## config.mk

```make
export PLATFORM = sky130hd
export DESIGN_NAME = uiq_int_ident
export DESIGN_NICKNAME = d
export VERILOG_FILES = /design/src/common/uiq_pkg.sv /design/src/rtl/uiq_char_timeout.sv /design/src/rtl/uiq_int_ident.sv
export VERILOG_INCLUDE_DIRS = /design/src /design/src/common
export SDC_FILE = /design/constraint.sdc
export NUM_CORES = 1
export LEC_CHECK = 0
export BUFFER_PORTS_ARGS = -buffer_cell sky130_fd_sc_hd__buf_2
export CAP_MARGIN = 10
export CORE_UTILIZATION = 44
export DETAILED_ROUTE_END_ITERATION = 16
export GPL_ROUTABILITY_DRIVEN = 0
export MAX_ROUTING_LAYER = met4
export PLACE_DENSITY = 0.76
export SYNTH_ARGS = -nofsm -noshare
export SYNTH_HDL_FRONTEND = slang
export SYNTH_HIERARCHICAL = 1
export SYNTH_SLANG_ARGS = --single-unit
```

## constraint.sdc

```tcl
create_clock -name clk_sys_i -period 2.3 [get_ports clk_sys_i]
set_clock_uncertainty 0.15 [all_clocks]
set_input_delay 0.69 -clock clk_sys_i [delete_from_list [all_inputs] [get_ports clk_sys_i]]
set_output_delay 0.69 -clock clk_sys_i [all_outputs]
set_load 0.05 [all_outputs]
```

## src/common/uiq_map.svh

```systemverilog
// register map, field positions, reset values and timing counts for the
// interrupt identification and queue control block.
// assumes a byte-wide host register port with a 3-bit offset.
`ifndef UIQ_MAP_SVH
`define UIQ_MAP_SVH

`define UIQ_OFS_RX_BUFFER     3'h0
`define UIQ_OFS_TX_HOLDING    3'h0
`define UIQ_OFS_SOURCE_ID     3'h2
`define UIQ_OFS_QUEUE_CTRL    3'h2
`define UIQ_OFS_LINE_STATUS   3'h5
`define UIQ_OFS_MODEM_STATUS  3'h6

`define UIQ_QC_ENABLE         0
`define UIQ_QC_RX_RESET       1
`define UIQ_QC_TX_RESET       2
`define UIQ_QC_DMA_MODE       3
`define UIQ_QC_TRIG_LO        6
`define UIQ_QC_TRIG_HI        7
`define UIQ_QC_RESET          8'h00

`define UIQ_IER_RX_DATA       0

`define UIQ_ID_NONE           8'h01
`define UIQ_ID_FIFO_BITS      8'hC0

`define UIQ_TIMEOUT_CHARS     4

`define UIQ_TRIG_LEVEL_0      5'h01
`define UIQ_TRIG_LEVEL_1      5'h04
`define UIQ_TRIG_LEVEL_2      5'h08
`define UIQ_TRIG_LEVEL_3      5'h0E

`endif

```

## src/common/uiq_pkg.sv

```systemverilog
// types shared by the interrupt identification block.
// no assumptions beyond the map header.
package uiq_pkg;

	typedef enum logic [2:0] {
		UIQ_SRC_NONE    = 3'b000,
		UIQ_SRC_LINE    = 3'b001,
		UIQ_SRC_RXDATA  = 3'b010,
		UIQ_SRC_TIMEOUT = 3'b011,
		UIQ_SRC_TXEMPTY = 3'b100,
		UIQ_SRC_MODEM   = 3'b101
	} uiq_src_type;

endpackage : uiq_pkg

```

## src/rtl/uiq_char_timeout.sv

```systemverilog
// character time-out detector: counts character-time ticks while the
// receive queue holds data and sees no activity.
// assumes char_tick_i is a one-cycle enable pulse, one per character time.
`timescale 1ns/10ps
`include "uiq_map.svh"

module uiq_char_timeout #(
	parameter int CHARS = `UIQ_TIMEOUT_CHARS
) (
	input  wire logic clk_sys_i,
	input  wire logic rst_n_i,
	input  wire logic arm_i,
	input  wire logic activity_i,
	input  wire logic char_tick_i,
	output logic      expired_o
);

	initial begin
		if (CHARS < 1 || CHARS > 15) begin
			$error("uiq_char_timeout: CHARS out of range");
		end
	end

	logic [3:0] count_r;
	logic [3:0] count_nxt;
	logic       expired_r;
	logic       expired_nxt;

	// ------------------------------------------------------------
	// idle character counter
	// ------------------------------------------------------------
	always_comb begin
		count_nxt   = count_r;
		expired_nxt = expired_r;
		if (!arm_i || activity_i) begin
			count_nxt   = 4'h0;
			expired_nxt = 1'b0;
		end else if (char_tick_i && !expired_r) begin
			count_nxt = count_r + 4'h1;
			if (count_r == 4'(CHARS - 1)) begin
				expired_nxt = 1'b1;
			end
		end
	end

	always_ff @(posedge clk_sys_i or negedge rst_n_i) begin
		if (!rst_n_i) begin
			count_r   <= 4'h0;
			expired_r <= 1'b0;
		end else begin
			count_r   <= count_nxt;
			expired_r <= expired_nxt;
		end
	end

	assign expired_o = expired_r;
endmodule : uiq_char_timeout

```

## src/rtl/uiq_int_ident.sv

```systemverilog
// interrupt identification and queue control for one serial channel.
// assumes host reads and writes are one-cycle strobes with a 3-bit offset,
// and that the line, receive, transmit and modem logic supply their events.
//
// Contract
// - rank line status, received data, transmit empty, modem status; line clears by status read.
// - during an identification read, freeze the reported source until the access ends.
// - identification bit 0 reads 0 when something is pending, else 1.
// - bits 2:1 give 11 line, 10 data, 01 transmit, 00 modem; modem cleared by read.
// - data interrupt clears on buffer read or fill dropping below trigger in queue mode.
// - in queue mode, time-out after 4 idle character times with data held.
// - bit 3 is 0 outside queue mode, set with bit 2 only for time-out.
// - transmit empty clears on identification read naming it, or holding write.
// - bits 7:6 read 1 when queue enable is set, else 0.
// - bits 5:4 always read 0.
// - offset 2 reads identification and writes queue control.
// - queue control bits 7:6 pick the receive trigger fill level.
// - queue control bit 3 is storable but has no effect; no ready outputs.
// - writing bit 2 empties the transmit queue; the bit self-clears.
// - writing bit 1 empties the receive queue, not the shifter; self-clears.
// - setting bit 0 enables both queues.
// - clearing bit 0 disables both queues and discards contents.
// - leaving queue mode clears every queue control field except the two flush bits, which pulse.
// - trigger codes map to 1, 4, 8 and 14 bytes.
// - enable bit 0 gates the data and time-out interrupts.
`timescale 1ns/10ps
`include "uiq_map.svh"

module uiq_int_ident #(
	parameter int DEPTH = 16,
	parameter int CNT_W = 5
) (
	input  wire logic       clk_sys_i,
	input  wire logic       rst_n_i,
	input  wire logic       rd_i,
	input  wire logic       wr_i,
	input  wire logic [2:0] addr_i,
	input  wire logic       dlab_i,
	input  wire logic [7:0] wdata_i,
	input  wire logic [3:0] int_enable_i,
	input  wire logic       line_event_i,
	input  wire logic       rx_char_i,
	input  wire logic       rx_pop_i,
	input  wire logic [CNT_W-1:0] rx_count_i,
	input  wire logic       tx_holding_empty_i,
	input  wire logic       modem_event_i,
	input  wire logic       char_tick_i,
	output logic [7:0]      rdata_o,
	output logic            rdata_valid_o,
	output logic            irq_o,
	output logic            queue_enable_o,
	output logic [1:0]      trigger_sel_o,
	output logic            tx_queue_flush_o,
	output logic            rx_queue_flush_o
);

	initial begin
		if (DEPTH < 14 || (1 << CNT_W) <= DEPTH) begin
			$error("uiq_int_ident: DEPTH or CNT_W cannot hold trigger levels");
		end
	end

	// ------------------------------------------------------------
	// access decode
	// ------------------------------------------------------------
	logic id_rd;
	logic ctrl_wr;
	logic rxbuf_rd;
	logic txhold_wr;
	logic line_rd;
	logic modem_rd;

	assign id_rd     = rd_i && addr_i == `UIQ_OFS_SOURCE_ID;
	assign ctrl_wr   = wr_i && addr_i == `UIQ_OFS_QUEUE_CTRL;
	assign rxbuf_rd  = rd_i && !dlab_i && addr_i == `UIQ_OFS_RX_BUFFER;
	assign txhold_wr = wr_i && !dlab_i && addr_i == `UIQ_OFS_TX_HOLDING;
	assign line_rd   = rd_i && addr_i == `UIQ_OFS_LINE_STATUS;
	assign modem_rd  = rd_i && addr_i == `UIQ_OFS_MODEM_STATUS;

	// ------------------------------------------------------------
	// queue control register
	// ------------------------------------------------------------
	logic       qc_enable_r;
	logic       qc_enable_nxt;
	logic [1:0] qc_trig_r;
	logic [1:0] qc_trig_nxt;
	logic       qc_dma_r;
	logic       qc_dma_nxt;
	logic       tx_flush_r;
	logic       tx_flush_nxt;
	logic       rx_flush_r;
	logic       rx_flush_nxt;

	always_comb begin
		qc_enable_nxt = qc_enable_r;
		qc_trig_nxt   = qc_trig_r;
		qc_dma_nxt    = qc_dma_r;
		tx_flush_nxt  = 1'b0;   // self-clearing
		rx_flush_nxt  = 1'b0;   // self-clearing
		if (ctrl_wr) begin
			qc_enable_nxt = wdata_i[`UIQ_QC_ENABLE];
			if (wdata_i[`UIQ_QC_ENABLE]) begin
				// other fields land only with enable set
				qc_trig_nxt  = wdata_i[`UIQ_QC_TRIG_HI:`UIQ_QC_TRIG_LO];
				qc_dma_nxt   = wdata_i[`UIQ_QC_DMA_MODE];   // stored, unused
				tx_flush_nxt = wdata_i[`UIQ_QC_TX_RESET];
				rx_flush_nxt = wdata_i[`UIQ_QC_RX_RESET];
			end else begin
				qc_trig_nxt = 2'h0;
				qc_dma_nxt  = 1'b0;
				if (qc_enable_r) begin
					tx_flush_nxt = 1'b1;   // discard on disable
					rx_flush_nxt = 1'b1;
				end
			end
		end
	end

	always_ff @(posedge clk_sys_i or negedge rst_n_i) begin
		if (!rst_n_i) begin
			qc_enable_r <= 1'b0;
			qc_trig_r   <= 2'h0;
			qc_dma_r    <= 1'b0;
			tx_flush_r  <= 1'b0;
			rx_flush_r  <= 1'b0;
		end else begin
			qc_enable_r <= qc_enable_nxt;
			qc_trig_r   <= qc_trig_nxt;
			qc_dma_r    <= qc_dma_nxt;
			tx_flush_r  <= tx_flush_nxt;
			rx_flush_r  <= rx_flush_nxt;
		end
	end

	assign queue_enable_o   = qc_enable_r;
	assign trigger_sel_o    = qc_trig_r;
	assign tx_queue_flush_o = tx_flush_r;
	assign rx_queue_flush_o = rx_flush_r;

	// ------------------------------------------------------------
	// receive trigger and time-out
	// ------------------------------------------------------------
	logic [CNT_W-1:0] trig_level;
	logic             rx_data_cond;
	logic             timeout_hit;

	always_comb begin
		case (qc_trig_r)
			2'h0:    trig_level = CNT_W'(`UIQ_TRIG_LEVEL_0);
			2'h1:    trig_level = CNT_W'(`UIQ_TRIG_LEVEL_1);
			2'h2:    trig_level = CNT_W'(`UIQ_TRIG_LEVEL_2);
			default: trig_level = CNT_W'(`UIQ_TRIG_LEVEL_3);
		endcase
	end

	// level-driven in queue mode so the source drops below trigger
	assign rx_data_cond = qc_enable_r && rx_count_i >= trig_level;

	uiq_char_timeout #(
		.CHARS(`UIQ_TIMEOUT_CHARS)
	) u_timeout (
		.clk_sys_i  (clk_sys_i),
		.rst_n_i    (rst_n_i),
		.arm_i      (qc_enable_r && rx_count_i != '0),
		.activity_i (rx_char_i || rx_pop_i || rxbuf_rd),
		.char_tick_i(char_tick_i),
		.expired_o  (timeout_hit)
	);

	// ------------------------------------------------------------
	// pending sources; set wins over clear
	// ------------------------------------------------------------
	logic line_pend_r;
	logic line_pend_nxt;
	logic rx_pend_r;
	logic rx_pend_nxt;
	logic tx_pend_r;
	logic tx_pend_nxt;
	logic tx_empty_q_r;
	logic modem_pend_r;
	logic modem_pend_nxt;
	logic hold_r;
	logic hold_nxt;
	uiq_pkg::uiq_src_type held_src_r;
	uiq_pkg::uiq_src_type held_src_nxt;
	uiq_pkg::uiq_src_type live_src;
	uiq_pkg::uiq_src_type shown_src;

	always_comb begin
		line_pend_nxt = line_event_i || (line_pend_r && !line_rd);
		modem_pend_nxt = modem_event_i || (modem_pend_r && !modem_rd);
		// non-queue mode: one received character raises it
		rx_pend_nxt = (!qc_enable_r && rx_char_i) || (!qc_enable_r && rx_pend_r && !rxbuf_rd);
		// rising edge of holding-empty arms it
		tx_pend_nxt = (tx_holding_empty_i && !tx_empty_q_r)
			|| (tx_pend_r && !txhold_wr
				&& !(id_rd && shown_src == uiq_pkg::UIQ_SRC_TXEMPTY));
	end

	always_comb begin
		// enable bit 0 gates data and time-out
		if (line_pend_r && int_enable_i[2]) begin
			live_src = uiq_pkg::UIQ_SRC_LINE;
		end else if (int_enable_i[`UIQ_IER_RX_DATA] && (rx_data_cond || rx_pend_r)) begin
			live_src = uiq_pkg::UIQ_SRC_RXDATA;
		end else if (int_enable_i[`UIQ_IER_RX_DATA] && qc_enable_r && timeout_hit) begin
			live_src = uiq_pkg::UIQ_SRC_TIMEOUT;
		end else if (tx_pend_r && int_enable_i[1]) begin
			live_src = uiq_pkg::UIQ_SRC_TXEMPTY;
		end else if (modem_pend_r && int_enable_i[3]) begin
			live_src = uiq_pkg::UIQ_SRC_MODEM;
		end else begin
			live_src = uiq_pkg::UIQ_SRC_NONE;
		end
	end

	// frozen for the cycle after an identification read
	assign shown_src = hold_r ? held_src_r : live_src;
	assign hold_nxt  = id_rd;
	assign held_src_nxt = id_rd ? shown_src : held_src_r;

	always_ff @(posedge clk_sys_i or negedge rst_n_i) begin
		if (!rst_n_i) begin
			line_pend_r  <= 1'b0;
			rx_pend_r    <= 1'b0;
			tx_pend_r    <= 1'b0;
			tx_empty_q_r <= 1'b0;
			modem_pend_r <= 1'b0;
			hold_r       <= 1'b0;
			held_src_r   <= uiq_pkg::UIQ_SRC_NONE;
		end else begin
			line_pend_r  <= line_pend_nxt;
			rx_pend_r    <= rx_pend_nxt;
			tx_pend_r    <= tx_pend_nxt;
			tx_empty_q_r <= tx_holding_empty_i;
			modem_pend_r <= modem_pend_nxt;
			hold_r       <= hold_nxt;
			held_src_r   <= held_src_nxt;
		end
	end

	// ------------------------------------------------------------
	// identification byte and read data
	// ------------------------------------------------------------
	logic [7:0] id_byte;
	logic [7:0] rdata_r;
	logic [7:0] rdata_nxt;
	logic       rvalid_r;
	logic       irq_r;

	always_comb begin
		case (shown_src)
			uiq_pkg::UIQ_SRC_LINE:    id_byte = 8'h06;
			uiq_pkg::UIQ_SRC_RXDATA:  id_byte = 8'h04;
			uiq_pkg::UIQ_SRC_TIMEOUT: id_byte = 8'h0C;
			uiq_pkg::UIQ_SRC_TXEMPTY: id_byte = 8'h02;
			uiq_pkg::UIQ_SRC_MODEM:   id_byte = 8'h00;
			default:                  id_byte = `UIQ_ID_NONE;
		endcase
		// bits 5:4 stay zero
		if (qc_enable_r) begin
			id_byte = id_byte | `UIQ_ID_FIFO_BITS;
		end
		rdata_nxt = id_rd ? id_byte : 8'h00;
	end

	always_ff @(posedge clk_sys_i or negedge rst_n_i) begin
		if (!rst_n_i) begin
			rdata_r  <= 8'h00;
			rvalid_r <= 1'b0;
			irq_r    <= 1'b0;
		end else begin
			rdata_r  <= rdata_nxt;
			rvalid_r <= id_rd;
			irq_r    <= shown_src != uiq_pkg::UIQ_SRC_NONE;
		end
	end

	assign rdata_o       = rdata_r;
	assign rdata_valid_o = rvalid_r;
	assign irq_o         = irq_r;
endmodule : uiq_int_ident

```

### Word level (Yosys, flattened, before mapping)

Cells that the tools add are included.

* register bits: 28
* bits of input ports: 31
* output and inout bits: 15
* word-level logic and storage cells: 100

* add/subtract/negate cells: 1
* order comparisons: 1
* equal/unequal tests: 11
* mux-type cells: 21
* reductions and logical operators: 51

Operators with widths (number)
* $logic_and 1x1->1: 26
* $pmux 4 s5: 1
* $mux 3: 6
* $mux 8: 2
* $eq 3x3->1 const B: 4
* $pmux 4 s3: 1
* $logic_not 1->1: 10
* $eq 3x2->1 const B: 3
* $logic_or 1x1->1: 8
* $mux 1: 8
* $mux 4: 2
* $ge 5x5->1: 1
* $reduce_bool 5->1: 1
* $add 4x1->4 const B: 1
* $eq 4x2->1 const B: 1
* $reduce_bool 2->1: 2
* $eq 3x1->1 const B: 1
* $logic_not 3->1: 1
* $reduce_bool 3->1: 1
* $eq 2x1->1 const B: 1
* $eq 2x2->1 const B: 1
* $logic_not 2->1: 1
* $mux 2: 1
* $reduce_and 2->1: 1

### Logic depth before layout (Yosys ltp)

Gate-level depths: netlist of run 1.

* depth in word-level cells: 14
* gate-level depth with buffers: 9
* mapped depth without buffers: 9

### Modules after synthesis

The synthesis of run 1 kept the hierarchy.

Modules (own cells, without submodules)
* uiq_int_ident: instances 1, cells each 107, area an instance 1061.0 um2, sequential area each 500.5 um2
* uiq_char_timeout: instances 1, cells each 22, area an instance 239.0 um2, sequential area each 125.1 um2

### Worst setup path after synthesis of run 1

Ideal clock, no wire load.

* path type: register to register
* start point: register qc_trig_r[0], in the netlist trigger_sel_o[0]
* end point: register rdata_r[3], in the netlist rdata_o[3]
* setup time: 0.067 ns
* arrival time: 2.357 ns
* data required time: 2.083 ns
* path slack: -0.275 ns
* stages on the path, launching flop included: 10
* buffers on the path: 0
* period minus slack after synthesis: 2.575 ns
* path through: dfrtp_1 inv_1 ha_1 a21oi_1 o221ai_2 o21ai_1 a22oi_2 ha_1 nor3_1 and3_1

* longest elaborated chain between the ends: 13
* elaborated cells on any way between the ends: 19
* those cells by class: order compare (1); eq/ne (7); mux (7); reduce/logical (4)

RTL lines
* from (decl): line uiq_int_ident.sv:85 `logic [1:0] qc_trig_r;`
* from (signal assigned): line uiq_int_ident.sv:128 `qc_trig_r <= qc_trig_nxt;`
* $eq 2x2->1, or another cell as far along: line uiq_int_ident.sv:148 `case (qc_trig_r)`
* $pmux 4 s3 (*): line uiq_int_ident.sv:148
* $ge 5x5->1 (*): line uiq_int_ident.sv:157 `assign rx_data_cond = qc_enable_r && rx_count_i >= trig_level;`
* $logic_and 1x1->1 (*): line uiq_int_ident.sv:157
* $logic_or 1x1->1 (*): line uiq_int_ident.sv:204 `` end else if (int_enable_i[`UIQ_IER_RX_DATA] && (rx_data_cond || rx_pend_r)) begin ``
* $logic_and 1x1->1 (*): line uiq_int_ident.sv:204
* $mux 3 (*): line uiq_int_ident.sv:204
* $mux 3 (*): line uiq_int_ident.sv:202 `if (line_pend_r && int_enable_i[2]) begin`
* $mux 3 (*): line uiq_int_ident.sv:218 `assign shown_src = hold_r ? held_src_r : live_src;`
* $eq 3x3->1, or another cell as far along: line uiq_int_ident.sv:252 `case (shown_src)`
* $pmux 4 s5 (*): line uiq_int_ident.sv:252
* $mux 8 (*): line uiq_int_ident.sv:261 `if (qc_enable_r) begin`
* $mux 8 (*): line uiq_int_ident.sv:264 `rdata_nxt = id_rd ? id_byte : 8'h00;`
* net rdata_nxt[3]: line uiq_int_ident.sv:247 `logic [7:0] rdata_nxt;`
* to (signal assigned): line uiq_int_ident.sv:273 `rdata_r <= rdata_nxt;`
* to (decl): line uiq_int_ident.sv:246 `logic [7:0] rdata_r;`

The timed path passes the listed nets; every way through them passes the cells marked *.
A chain may end at the register's enable or synchronous reset.

### Worst setup path in the final report of run 1

* start point: register qc_trig_r[0], in the netlist trigger_sel_o[0]
* end point: register rdata_r[0], in the netlist rdata_o[0]

The elaborated chain is that of the path after synthesis.

==> results.rst, run 1 <==
.. list-table::
   :header-rows: 1

   * - Metric
     - Value
   * - Outcome
     - completed
   * - Number of I/O port buffers
     - 40
   * - Half-perimeter wire length after placement
     - approximately 2100 um
   * - Netlist cell types
     - 37
   * - Flop and latch count out of synthesis
     - 25
   * - Largest net degree at the start of global routing
     - 26
   * - Max_slew headroom
     - between 60 and 70%
   * - Iter 0 DRT Violations
     - 9
   * - Number of CTS-inserted buffers
     - 3
   * - Total of endpoints with negative setup slack in the final report
     - 0
   * - Synth warn
     - 6
   * - Max_cap viols
     - 0
   * - Fill count
     - 232
   * - Initial antenna violation count
     - 0
   * - Core Rows
     - 19
   * - Crit path required time
     - between 2 and 2.5 ns
   * - Global routing usage summed across all routing layers
     - 19.5%
   * - Total Die Area
     - around 3200 um2
   * - Switching share of power
     - 34.9%
   * - Routed metal-1 wirelength
     - 1140 um
   * - Sequential share of the synthesized area
     - 48.1%
   * - Count of antenna-violating nets left after detailed routing
     - 0
   * - Part of the cycle the worst path needs
     - a little over nine tenths
   * - Netlist area before placement
     - around 1300 um2
   * - Worst min-delay path class
     - in -> async
   * - Final sum of negative setup slack
     - 0 ns
   * - Remaining DRCs
     - 0
   * - Starting utilization of the core area
     - 46.7%
   * - Total wire length after detailed routing
     - 2790 um
   * - Diode count
     - 0
   * - Share of total power in combinational logic
     - 31.4%
   * - Largest driver fanout on the critical path
     - 5
   * - Worst Setup Slack, final
     - between 0.09 and 0.1 ns
   * - Switching power of the nets
     - around 0.36 mW
   * - Clock input transition at the sequential cells of the worst setup and hold paths
     - about 0.14 ns
   * - Layout cell share with drive strength beyond 1
     - between 40% and 50%
   * - Int Pwr
     - between 0.6 and 0.7 mW
   * - Syn Area/Cell
     - between 10 and 15 um2
   * - Critical path arrival
     - between 2 and 2.5 ns
   * - Number of enable flip-flop cells after synthesis
     - 0
   * - Kind of capture point of the worst setup path
     - flop
   * - Element type at the critical path start
     - flop
   * - Number of global-route vias before repair
     - 1,056
   * - Aggregate global routing overflow
     - 0
   * - Post-synth ARST share
     - 100%
   * - I/O Pins
     - 46
   * - CTS Hold Buffers Added
     - 0
   * - Setup Slack @ Placement
     - -0.266 ns
   * - H-Tree Depth
     - 1
   * - Slew @ Worst Pin
     - between 0.5 and 0.6 ns
   * - Number of nets in the layout
     - approximately 220
   * - Die extent in x
     - roughly 56 um
   * - Upper clock frequency limit
     - ~450 MHz
   * - Final slew viol count
     - 0
   * - Wire length on met3
     - between 100 and 150 um
   * - Number of sinks driven by the clock tree
     - 25
   * - DRT Pass-1 Iters
     - 4
   * - Overall die height
     - ~56 um
   * - Vias after detailed routing
     - around 1,100
   * - Clock Power Share
     - 19.5%
   * - Final standard cell area without fillers
     - approximately 1700 um2
   * - Average detailed-routed wire length per instance
     - about 13 um
   * - Fin. Hold Viols
     - 0
   * - Predominant post-synthesis flop cell
     - dfrtp_1
   * - Relative area change from synthesis to final layout
     - 30.3%
   * - Top routing layer in use
     - met4
   * - CORE AREA
     - approximately 2800 um2
   * - Total cell area at the placement stage
     - ~1600 um2
   * - Global-route wire length before repair
     - between 4000 and 5000 um
   * - Unrepaired setup endpoints after global routing
     - no
   * - TritonCTS clock tree
     - built
   * - Gate Count Post-Synth
     - roughly 130
   * - Sequential fraction of design power
     - 49.1%
   * - Number of buffers on the longest clock path
     - 2
   * - Type of the worst setup path
     - reg -> reg
   * - Wire length on met2
     - 1410 um
   * - Worst voltage drop across the vdd grid
     - around 390 uV
   * - Power per cell area
     - around 610 nW/um2
   * - Time the final worst path needs with I/O delays and setup
     - ~2.2 ns
   * - Power Total
     - around 1.0 mW
   * - Vias per Instance
     - 5.33
   * - Skew-Pair Late Insertion Delay
     - about 0.32 ns
   * - Master cell of the clock root buffer
     - clkbuf_4
   * - Leakage power summed over all cells
     - between 0.8 and 0.9 nW
   * - Final core utilization
     - just over 60%
[Yosys cell counts (2+ instances only)]
library cell | instances | share of area [%]
inv_1 | 7 | 2.0
nor2_1 | 11 | 3.2
nand3_1 | 6 | 2.3
nand2_1 | 17 | 4.9
buf_4 | 3 | 1.7
a21oi_1 | 7 | 2.7
a21o_1 | 3 | 1.7
ha_1 | 6 | 5.8
xor2_1 | 3 | 2.0
nand2b_1 | 4 | 1.9
dfrtp_1 | 25 | 48
o21a_1 | 3 | 1.7
and3_1 | 2 | 0.96
o21ai_0 | 4 | 1.5
o21ai_1 | 5 | 1.9
nand4b_1 | 2 | 1.3
[layout make-up]
class,count,area (um2),share of cell area (%)
sequential,25,628,37.1
timing repair buffer,50,275,16.2
multi-input combinational,94,694,41.0
tap,31,38.8,2.29
clock buffer,3,22.5,1.33
inverter,8,30.0,1.77
clock inverter,1,5.00,0.295
[registers in the layout, indices dropped and copies added (netlist names), 2 cells and up]
| signal | cells |
|---|---|
| rdata_o | 5 |
| u_timeout/count_r | 4 |
| held_src_r | 3 |
| trigger_sel_o | 2 |
[power by group through the flow]
stage | combinational (mW) | sequential, mW | clock [mW]
2_1_floorplan | 0.150 | 0.560 | 0
3_3_place_gp | 0.290 | 0.512 | 0
3_5_place_dp | 0.302 | 0.515 | 0
4_1_cts | 0.303 | 0.507 | 0.207
5_1_grt | 0.354 | 0.513 | 0.226
6_report | 0.325 | 0.508 | 0.202
[worst max-delay path: stages (launching register included)]
cell	delay [ns]
dfrtp_2	0.46
nor2_2	0.11
ha_1	0.24
nor2b_2	0.17
o221ai_4	0.13
buf_4	0.17
a22oi_4	0.17
a2bb2oi_4	0.24
nand3_2	0.10
and3_1	0.18
[path summary, 6_finish.rpt]
path / to / depth (start not counted) / startpoint / slack, ns
setup / recovery: rdata_o[0] / 9 / trigger_sel_o[0] / 0.09
hold / removal: u_timeout/expired_o / 1 / rst_n_i / 0.17
setup reg to reg: rdata_o[0] / 9 / trigger_sel_o[0] / 0.09
hold reg to reg: tx_pend_r / 1 / tx_empty_q_r / 0.27
max in group asynchronous: trigger_sel_o[0] / 1 / rst_n_i / 1.44
min in group clk_sys_i: tx_pend_r / 1 / tx_empty_q_r / 0.27
[layout by cell type, fill, tap and decap left out, drive strengths merged]
| cell | count |
|---|---|
| nor3 | 1 |
| clkinv | 1 |
| a21o | 3 |
| a211oi | 1 |
| nand3 | 7 |
| and3 | 2 |
| nand2 | 17 |
| a21oi | 7 |
| nor2b | 1 |
| conb | 2 |
| inv | 8 |
| nor4 | 1 |
| dfrtp | 25 |
| o311ai | 1 |
| clkbuf | 3 |
| or3 | 1 |
| mux2i | 1 |
| a22oi | 2 |
| ha | 6 |
| a31oi | 1 |
| o221ai | 1 |
| and2 | 1 |
| nand3b | 1 |
| nand4b | 2 |
| o21ai | 10 |
| xor2 | 3 |
| nor2 | 11 |
| buf | 50 |
| nand2b | 5 |
| o21a | 3 |
| a2bb2oi | 1 |
| mux2 | 1 |
| or4 | 1 |
[stage by stage]
step                      instances  hold WS (ns)
after floorplan                 130         0.242
after global placement          206         0.247
after detailed placement        206         0.256
after CTS                       210         0.192
after global routing            212         0.199
final                           212         0.173
[cell families (layout without fill, tap and decap cells)]
| group | Yosys count | count (layout) | synth area share [%] |
|---|---|---|---|
| AOI/OAI and AO/OA | 30 | 30 | 18.2 |
| xor gates and xnor gates | 3 | 3 | 2.02 |
| adders and majority gates | 6 | 6 | 5.77 |
| buffers and inverters | 11 | 62 | 4.04 |
| DFF | 25 | 25 | 48.1 |
| muxes | 2 | 2 | 1.64 |
| other | 1 | 2 | 0.288 |
| and+or+nand+nor | 51 | 51 | 19.9 |
[routing by layer]
layer / track usage [%] / vias to the layer above
met4: 14.3 / 0
met3: 4.15 / 10
met5: - / -
met1: 22.4 / 530
met2: 30.1 / 41
li1: - / 548
[timing repair]
item | in CTS | in global routing
gates resized for setup | 0 | 6
buffers inserted | 0 | 2
endpoints found under the setup margin | 0 | 3
Note: power is estimated with default switching activity, not from simulation.
==> run 2, diff against run 1 <==
Settings changed: ABC_AREA from default to 1, ABC_CLOCK_PERIOD_IN_PS from default to 2300, CORE_UTILIZATION 44 to 45.
==> run 2 against run 1 <==
Against the previous run:
- the flow now finishes with violations (DRC)
- clock power hardly changed
- power is 1.6% lower
- final cell count is 18% higher
- critical path type is now in -> reg
- largest cell class unchanged
==> results.rst, run 2 <==
.. list-table::
   :header-rows: 1

   * - Metric
     - Value
   * - Total Die Area
     - 3370 um2 (was 3180 um2)
   * - Fin. Hold Viols
     - 0 (unchanged)
   * - Aggregate global routing overflow
     - 0 (unchanged)
   * - Total cell area at the placement stage
     - 1660 um2 (was 1620 um2)
   * - Number of sinks driven by the clock tree
     - 25 (unchanged)
   * - Diode count
     - 0 (unchanged)
   * - H-Tree Depth
     - 1 (unchanged)
   * - Sequential fraction of design power
     - 49.1% (about the same)
   * - Adder-cell share of the synthesized area
     - 5.31% (was 5.77%)
   * - Upper clock frequency limit
     - 480 MHz (was 453 MHz)
   * - Number of nets in the layout
     - 258 (was 219)
   * - Flop and latch count out of synthesis
     - 25 (unchanged)
   * - Remaining DRCs
     - 2 (was 0)
   * - Skew-Pair Late Insertion Delay
     - 0.32 ns (about the same)
   * - Initial antenna violation count
     - 0 (unchanged)
   * - Main combinational cell family by area after synthesis
     - simple AND/OR/NAND/NOR gates (unchanged)
   * - Starting utilization of the core area
     - 49.5% (was 46.7%)
   * - Core Rows
     - 19 (unchanged)
   * - DRT Pass-1 Iters
     - 11 (was 4)
   * - Share of cell area taken by muxes after synthesis
     - 0% (was 1.64%)
   * - Synth top cells by count
     - nand2_1 (40), dfrtp_1 (25), inv_1 (25) (was dfrtp_1 (25), nand2_1 (17), nor2_1 (11))
   * - Flip-flop count of the largest register, all copies and words added
     - 5 (unchanged)
   * - Worst Setup Slack, final
     - 0.215 ns (was 0.0945 ns)
   * - Largest net degree at the start of global routing
     - 26 (unchanged)
   * - Number of buffers on the longest clock path
     - 2 (unchanged)
   * - Layout cell share with drive strength beyond 1
     - 34.1% (was 42.0%)
   * - Vias after detailed routing
     - 1,182 (was 1,129)
   * - Iter 0 DRT Violations
     - 44 (was 9)
   * - CP max stage delay
     - 0.31 ns (was 0.46 ns)
   * - Average detailed-routed wire length per instance
     - 10.4 um (was 13.2 um)
   * - Netlist cell types
     - 28 (was 37)
   * - Sequential share of the synthesized area
     - 44.3% (was 48.1%)
   * - Outcome
     - complete, but fails checks (was completed)
   * - Power per cell area
     - 606 nW/um2 (was 611 nW/um2)
   * - Final sum of negative setup slack
     - 0 ns (unchanged)
   * - Switching power of the nets
     - 0.371 mW (was 0.362 mW)
   * - Fraction of post-synthesis cell area in the top cell type by area
     - 44.3% (was 48.1%)
   * - Vias per Instance
     - 4.71 (was 5.33)
   * - Global routing usage summed across all routing layers
     - 18.5% (was 19.5%)
   * - Number of enable flip-flop cells after synthesis
     - 0 (unchanged)
   * - Switching share of power
     - 36.4% (was 34.9%)
   * - Failing checks
     - DRC
   * - Library cell occupying the most area in the post-synthesis netlist
     - dfrtp_1 (unchanged)
   * - Total wire length after detailed routing
     - 2600 um (was 2790 um)
   * - Worst voltage drop across the vdd grid
     - 295 uV (was 391 uV)
   * - Master cell of the clock root buffer
     - clkbuf_4 (unchanged)
   * - Syn Area/Cell
     - 8.07 um2 (was 10.1 um2)
   * - Crit path required time
     - 2.42 ns (was 2.39 ns)
   * - Synth Area in Compound Gates
     - 8.59% (was 18.2%)
   * - I/O Pins
     - 46 (unchanged)
   * - Slew @ Worst Pin
     - 0.541 ns (was 0.539 ns)
   * - Part of the cycle the worst path needs
     - 90.6% (was 95.9%)
   * - Leakage power summed over all cells
     - 0.914 nW (was 0.828 nW)
   * - TritonCTS clock tree
     - built (unchanged)
   * - Int Pwr
     - 0.648 mW (was 0.673 mW)
   * - Count of antenna-violating nets left after detailed routing
     - 0 (unchanged)
   * - Max_cap viols
     - 0 (unchanged)
   * - Type of the worst setup path
     - in -> reg (was reg -> reg)
   * - Overall die height
     - 58.0 um (was 56.4 um)
   * - Final standard cell area without fillers
     - 1680 um2 (was 1690 um2)
   * - CTS Hold Buffers Added
     - 0 (unchanged)
   * - Crit-path cells
     - buf_2 -> ha_1 -> nand2_1 -> nand2_1 -> nand2_1 -> nand3_2 -> nand2_2 -> nand3_1 -> nand2_2 -> nand2_4 -> ha_1 -> inv_2 -> nand3_1 -> nand2_1 (was nor2_2 -> ha_1 -> nor2b_2 -> o221ai_4 -> buf_4 -> a22oi_4 -> a2bb2oi_4 -> nand3_2 -> and3_1)
   * - Number of I/O port buffers
     - 40 (unchanged)
   * - Fraction of synthesized cell area in xor and xnor cells
     - 0% (was 2.02%)
   * - Post-synth ARST share
     - 100% (unchanged)
   * - Largest delay share family, worst path
     - simple AND/OR/NAND/NOR gates (unchanged)
   * - Share of total power in combinational logic
     - 31.3% (was 31.4%)
   * - Synth warn
     - 6 (unchanged)
   * - Setup Slack @ Placement
     - -0.134 ns (was -0.266 ns)
   * - Largest driver fanout on the critical path
     - 3 (was 5)
   * - Element type at the critical path start
     - input pin (was flop)
   * - Relative area change from synthesis to final layout
     - 19.1% (was 30.3%)
   * - Half-perimeter wire length after placement
     - 2090 um (was 2140 um)
   * - Gate Count Post-Synth
     - 175 (was 129)
   * - Time the final worst path needs with I/O delays and setup
     - 2.08 ns (was 2.21 ns)
   * - Leading cell types by total area after synthesis
     - dfrtp_1 (44%), nand2_1 (11%), inv_1 (6.6%) (was dfrtp_1 (48%), ha_1 (5.8%), nand2_1 (4.9%))
   * - Number of global-route vias before repair
     - 1,142 (was 1,056)
   * - CORE AREA
     - 2850 um2 (was 2780 um2)
   * - Clock Power Share
     - 19.6% (was 19.5%)
   * - Hold_ws
     - 0.179 ns (was 0.173 ns)
   * - Cell type with the highest occurrence count on the critical path
     - nand2_1
   * - Total of endpoints with negative setup slack in the final report
     - 0 (unchanged)
   * - Final slew viol count
     - 0 (unchanged)
   * - Worst min-delay path class
     - in -> async (unchanged)
   * - Count leader, synth
     - nand2_1 (was dfrtp_1)
   * - CP bufs+invs
     - 2 (was 1)
   * - Unrepaired setup endpoints after global routing
     - no (unchanged)
   * - Post-synthesis simple-gate area fraction
     - 31.4% (was 19.9%)
   * - Cell at the slowest stage of the critical path
     - ha_1 (was dfrtp_2)
   * - Global-route wire length before repair
     - 4660 um (was 4570 um)
   * - Max_slew headroom
     - 63.9% (was 64.0%)
   * - Fill count
     - 279 (was 232)
   * - Critical path arrival
     - 2.21 ns (was 2.29 ns)
   * - Predominant post-synthesis flop cell
     - dfrtp_1 (unchanged)
   * - Kind of capture point of the worst setup path
     - flop (unchanged)
   * - Top library cells by usage in the layout, fill and taps aside
     - nand2_1 (40), buf_2 (40), dfrtp_1 (25), inv_1 (24), nor2_1 (13) (was buf_2 (40), dfrtp_1 (23), nand2_1 (16), nor2_1 (10), buf_4 (10))
   * - Number of CTS-inserted buffers
     - 3 (unchanged)
   * - Netlist area before placement
     - 1410 um2 (was 1300 um2)
   * - Clock input transition at the sequential cells of the worst setup and hold paths
     - 0.14 ns (about the same)
   * - Die extent in x
     - 58.0 um (was 56.4 um)
## run 2: cell type report
class / instances / area, um2 / area share [%]
Sequential cell: 25 / 626 / 37.2
Tap cell: 31 / 38.8 / 2.30
Clock buffer: 3 / 22.5 / 1.34
Timing Repair Buffer: 43 / 223 / 13.2
Clock inverter: 1 / 5.00 / 0.297
Multi-Input combinational cell: 117 / 648 / 38.5
Inverter: 31 / 120 / 7.14
## run 2: worst paths after layout
| check | start | endpoint | slack [ns] | cells after the start |
|---|---|---|---|---|
| min in group clk_sys_i | tx_holding_empty_i | tx_empty_q_r | 0.33 | 1 |
| hold / removal | rst_n_i | rdata_o[6] | 0.18 | 1 |
| max in group asynchronous | rst_n_i | trigger_sel_o[0] | 1.46 | 1 |
| hold reg to reg | tx_empty_q_r | tx_pend_r | 0.35 | 3 |
| setup reg to reg | trigger_sel_o[0] | rdata_o[2] | 0.24 | 14 |
| setup / recovery | rx_count_i[2] | rdata_o[2] | 0.22 | 14 |
## run 2: cells by family (layout without fill, tap and decap cells)
group,after synthesis,in the layout
AO/OA/AOI/OAI,21,21
adder cells (fa/ha/maj),6,6
buffers and inverters,34,78
flip-flops,25,25
other,1,2
AND/OR/NAND/NOR,88,88
## run 2: power by group through the flow
stage	Sequential [mW]	Combinational, mW	Clock, mW
floorplan	0.562	0.172	0
global placement	0.507	0.314	0
detailed placement	0.508	0.321	0
CTS	0.500	0.321	0.206
global route	0.505	0.358	0.230
finish	0.500	0.319	0.200
## run 2: worst reg2reg max path, cell delays in order (launching register included)
cell,delay (ns)
dfrtp_1,0.40
inv_1,0.07
ha_1,0.29
nand2_1,0.06
nand2_1,0.05
nand2_1,0.07
nand3_2,0.08
nand2_2,0.08
nand3_1,0.08
nand2_2,0.09
nand2_4,0.05
ha_1,0.31
inv_2,0.08
nand3_1,0.08
nand2_1,0.09
## run 2: per-layer routing
layer / global-route usage (%) / share of wire [%] / vias up
li1: - / - / 635
met1: 23.3 / 46 / 515
met2: 30.7 / 49 / 27
met3: 2.46 / 3.7 / 5
met4: 6.12 / 1.6 / 0
met5: - / 0 / -
## run 2: repair_timing
| item | CTS | global route |
|---|---|---|
| buffers inserted | 0 | 0 |
| hold endpoints to repair | 0 | 0 |
| gates resized for setup | 0 | 1 |
| endpoints found under the setup margin | 0 | 1 |
## run 2: through the flow
stage,power (mW),std cells,utilization [%]
final,1.02,251,59.0
after global routing,1.09,251,59.0
after CTS,1.03,251,59.0
after detailed placement,0.829,247,58.0
after global placement,0.820,247,58.0
after floorplan,0.734,176,-
==> run 3, diff against run 2 <==
Settings changed: REMOVE_ABC_BUFFERS from default to 1.
==> run 3 against run 2 <==
Against the previous run:
- combinational power hardly changed
- sequential power is essentially flat
- non-clock buffer count did not move
- first-iteration DRC count shrank 30%
- the run still ends with DRC left
- critical endpoint unchanged
- power fell by 0.48%
- cell area hardly changed
- count of clock-buffer cells in the layout increased by 1
- critical path depth unchanged
- die area unchanged
- sequential share of layout area hardly changed
- largest cell class unchanged
- highest routed layer unchanged
- clock power about the same
==> results.rst, run 3 (synthesized netlist as in run 2, its figures left out) <==
.. list-table::
   :header-rows: 1

   * - Metric
     - Value
   * - Fill count
     - 271 (was 279)
   * - Global routing usage summed across all routing layers
     - 18.5% (about the same)
   * - CP max stage delay
     - 0.31 ns (about the same)
   * - Crit path required time
     - 2.42 ns (about the same)
   * - H-Tree Depth
     - 1 (unchanged)
   * - Largest delay share family, worst path
     - simple AND/OR/NAND/NOR gates (unchanged)
   * - Vias per Instance
     - 4.75 (was 4.71)
   * - Skew-Pair Late Insertion Delay
     - 0.32 ns (about the same)
   * - Count of antenna-violating nets left after detailed routing
     - 0 (unchanged)
   * - Total cell area at the placement stage
     - 1660 um2 (unchanged)
   * - Power per cell area
     - 603 nW/um2 (was 606 nW/um2)
   * - I/O Pins
     - 46 (unchanged)
   * - Leakage power summed over all cells
     - 0.913 nW (was 0.914 nW)
   * - Worst voltage drop across the vdd grid
     - 326 uV (was 295 uV)
   * - Initial antenna violation count
     - 0 (unchanged)
   * - Number of I/O port buffers
     - 40 (unchanged)
   * - Die extent in x
     - 58.0 um (unchanged)
   * - Max_cap viols
     - 0 (unchanged)
   * - CP bufs+invs
     - 2 (unchanged)
   * - Vias after detailed routing
     - 1,192 (was 1,182)
   * - Number of nets in the layout
     - 258 (unchanged)
   * - Flip-flop count of the largest register, all copies and words added
     - 5 (unchanged)
   * - Cell at the slowest stage of the critical path
     - ha_1 (unchanged)
   * - Fin. Hold Viols
     - 0 (unchanged)
   * - Layout cell share with drive strength beyond 1
     - 33.2% (was 34.1%)
   * - Worst min-delay path class
     - in -> async (unchanged)
   * - Part of the cycle the worst path needs
     - 93.1% (was 90.6%)
   * - Average detailed-routed wire length per instance
     - 10.1 um (was 10.4 um)
   * - Crit-path cells
     - buf_2 -> ha_1 -> nand2_1 -> nand2_1 -> nand2_1 -> nand3_2 -> nand2_2 -> nand3_1 -> nand2_2 -> nand2_4 -> ha_1 -> inv_1 -> nand3_1 -> nand2_1 (was buf_2 -> ha_1 -> nand2_1 -> nand2_1 -> nand2_1 -> nand3_2 -> nand2_2 -> nand3_1 -> nand2_2 -> nand2_4 -> ha_1 -> inv_2 -> nand3_1 -> nand2_1)
   * - Max_slew headroom
     - 63.9% (about the same)
   * - Largest driver fanout on the critical path
     - 3 (unchanged)
   * - Upper clock frequency limit
     - 467 MHz (was 480 MHz)
   * - Type of the worst setup path
     - in -> reg (unchanged)
   * - Number of sinks driven by the clock tree
     - 25 (unchanged)
   * - Relative area change from synthesis to final layout
     - 19.0% (was 19.1%)
   * - Diode count
     - 0 (unchanged)
   * - Cell type with the highest occurrence count on the critical path
     - nand2_1 (unchanged)
   * - Worst reg2reg path endpoint
     - rdata_o[2] (unchanged)
   * - Critical path arrival
     - 2.26 ns (was 2.21 ns)
   * - CORE AREA
     - 2850 um2 (unchanged)
   * - Worst flop-to-flop path startpoint
     - trigger_sel_o[0] (unchanged)
   * - Final slew viol count
     - 0 (unchanged)
   * - Overall die height
     - 58.0 um (unchanged)
   * - Post-CTS Setup Bufs
     - 0 (unchanged)
   * - Number of cells upsized or downsized after cts
     - 0 (unchanged)
   * - Outcome
     - complete, but fails checks (unchanged)
   * - CTS Hold Buffers Added
     - 0 (unchanged)
   * - Master cell of the clock root buffer
     - clkbuf_4 (unchanged)
   * - Remaining DRCs
     - 2 (unchanged)
   * - Total wire length after detailed routing
     - 2530 um (was 2600 um)
   * - Number of buffers on the longest clock path
     - 2 (unchanged)
   * - Unrepaired setup endpoints after global routing
     - no (unchanged)
   * - Final standard cell area without fillers
     - 1680 um2 (about the same)
   * - Iter 0 DRT Violations
     - 31 (was 44)
   * - Top library cells by usage in the layout, fill and taps aside
     - nand2_1 (40), buf_2 (40), inv_1 (25), dfrtp_1 (25), nor2_1 (13) (was nand2_1 (40), buf_2 (40), dfrtp_1 (25), inv_1 (24), nor2_1 (13))
   * - Number of placed instances, taps included
     - 247 (unchanged)
   * - TritonCTS clock tree
     - built (unchanged)
   * - Aggregate global routing overflow
     - 0 (unchanged)
   * - Slack of the worst reg-to-reg path
     - 0.18 ns (was 0.24 ns)
   * - Half-perimeter wire length after placement
     - 2050 um (was 2090 um)
   * - Clock input transition at the sequential cells of the worst setup and hold paths
     - 0.13 ns (was 0.14 ns)
   * - DRT Pass-1 Iters
     - 13 (was 11)
   * - Starting utilization of the core area
     - 49.5% (unchanged)
   * - Global-route wire length before repair
     - 4600 um (was 4660 um)
   * - Kind of capture point of the worst setup path
     - flop (unchanged)
   * - Number of CTS-inserted buffers
     - 3 (unchanged)
   * - Total Die Area
     - 3370 um2 (unchanged)
   * - Slew @ Worst Pin
     - 0.542 ns (was 0.541 ns)
   * - Largest net degree at the start of global routing
     - 26 (unchanged)
   * - Total of endpoints with negative setup slack in the final report
     - 0 (unchanged)
   * - Path depth of the worst reg2reg path
     - 14 (unchanged)
   * - Element type at the critical path start
     - input pin (unchanged)
   * - Number of global-route vias before repair
     - 1,102 (was 1,142)
   * - Failing checks
     - DRC (unchanged)
   * - Cell Count, Final, Fillers Out
     - 251 (unchanged)
   * - Time the final worst path needs with I/O delays and setup
     - 2.14 ns (was 2.08 ns)
   * - Core Rows
     - 19 (unchanged)
run 3: cell types whose count changed in the layout (fill, tap and decap cells not counted), sizes merged:
cell	delta
clkbuf	+1
clkinv	-1
run 3: power breakdown:
group / internal [mW] / switching, mW / leakage (nW) / total, mW
clock: 0.0680 / 0.129 / 0.0150 / 0.197
sequential: 0.475 / 0.0230 / 0.317 / 0.498
combinational: 0.107 / 0.212 / 0.581 / 0.319
run 3: worst max path at each step:
| stage | startpoint | end | slack [ns] | cells after the start |
|---|---|---|---|---|
| floorplan | trigger_sel_o[0] | rdata_o[3] | 0.01 | 14 |
| global placement | rx_count_i[2] | rdata_o[2] | -0.10 | 14 |
| detailed placement | rx_count_i[2] | rdata_o[2] | -0.13 | 14 |
| CTS | rx_count_i[2] | rdata_o[2] | 0.18 | 14 |
| global route | trigger_sel_o[0] | rdata_o[2] | 0.03 | 14 |
| finish | rx_count_i[2] | rdata_o[2] | 0.16 | 14 |
run 3: layout make-up:
class | instances | area, um2 | area share (%)
multi-input combinational | 117 | 648 | 38.5
sequential | 25 | 626 | 37.2
timing repair buffer | 43 | 223 | 13.2
inverter | 31 | 120 | 7.14
tap | 31 | 38.8 | 2.31
clock buffer | 4 | 26.3 | 1.56
run 3: routing by layer:
metal	GRT usage [%]	share of wire, %
met5	-	0
met3	2.68	3.0
met4	8.16	2.3
met1	22.6	47
met2	30.4	48
run 3: metrics by stage:
| step | hold slack, ns | util, % | TNS, ns | worst slack (ns) | power, mW |
|---|---|---|---|---|---|
| after CTS | 0.190 | 58.9 | 0 | 0.176 | 1.02 |
| after floorplan | 0.244 | - | 0 | 0.0128 | 0.731 |
| after global routing | 0.208 | 58.9 | 0 | 0.0338 | 1.08 |
| final | 0.179 | 58.9 | 0 | 0.158 | 1.01 |
| after detailed placement | 0.327 | 58.0 | -0.300 | -0.132 | 0.828 |
| after global placement | 0.324 | 58.0 | -0.217 | -0.103 | 0.821 |
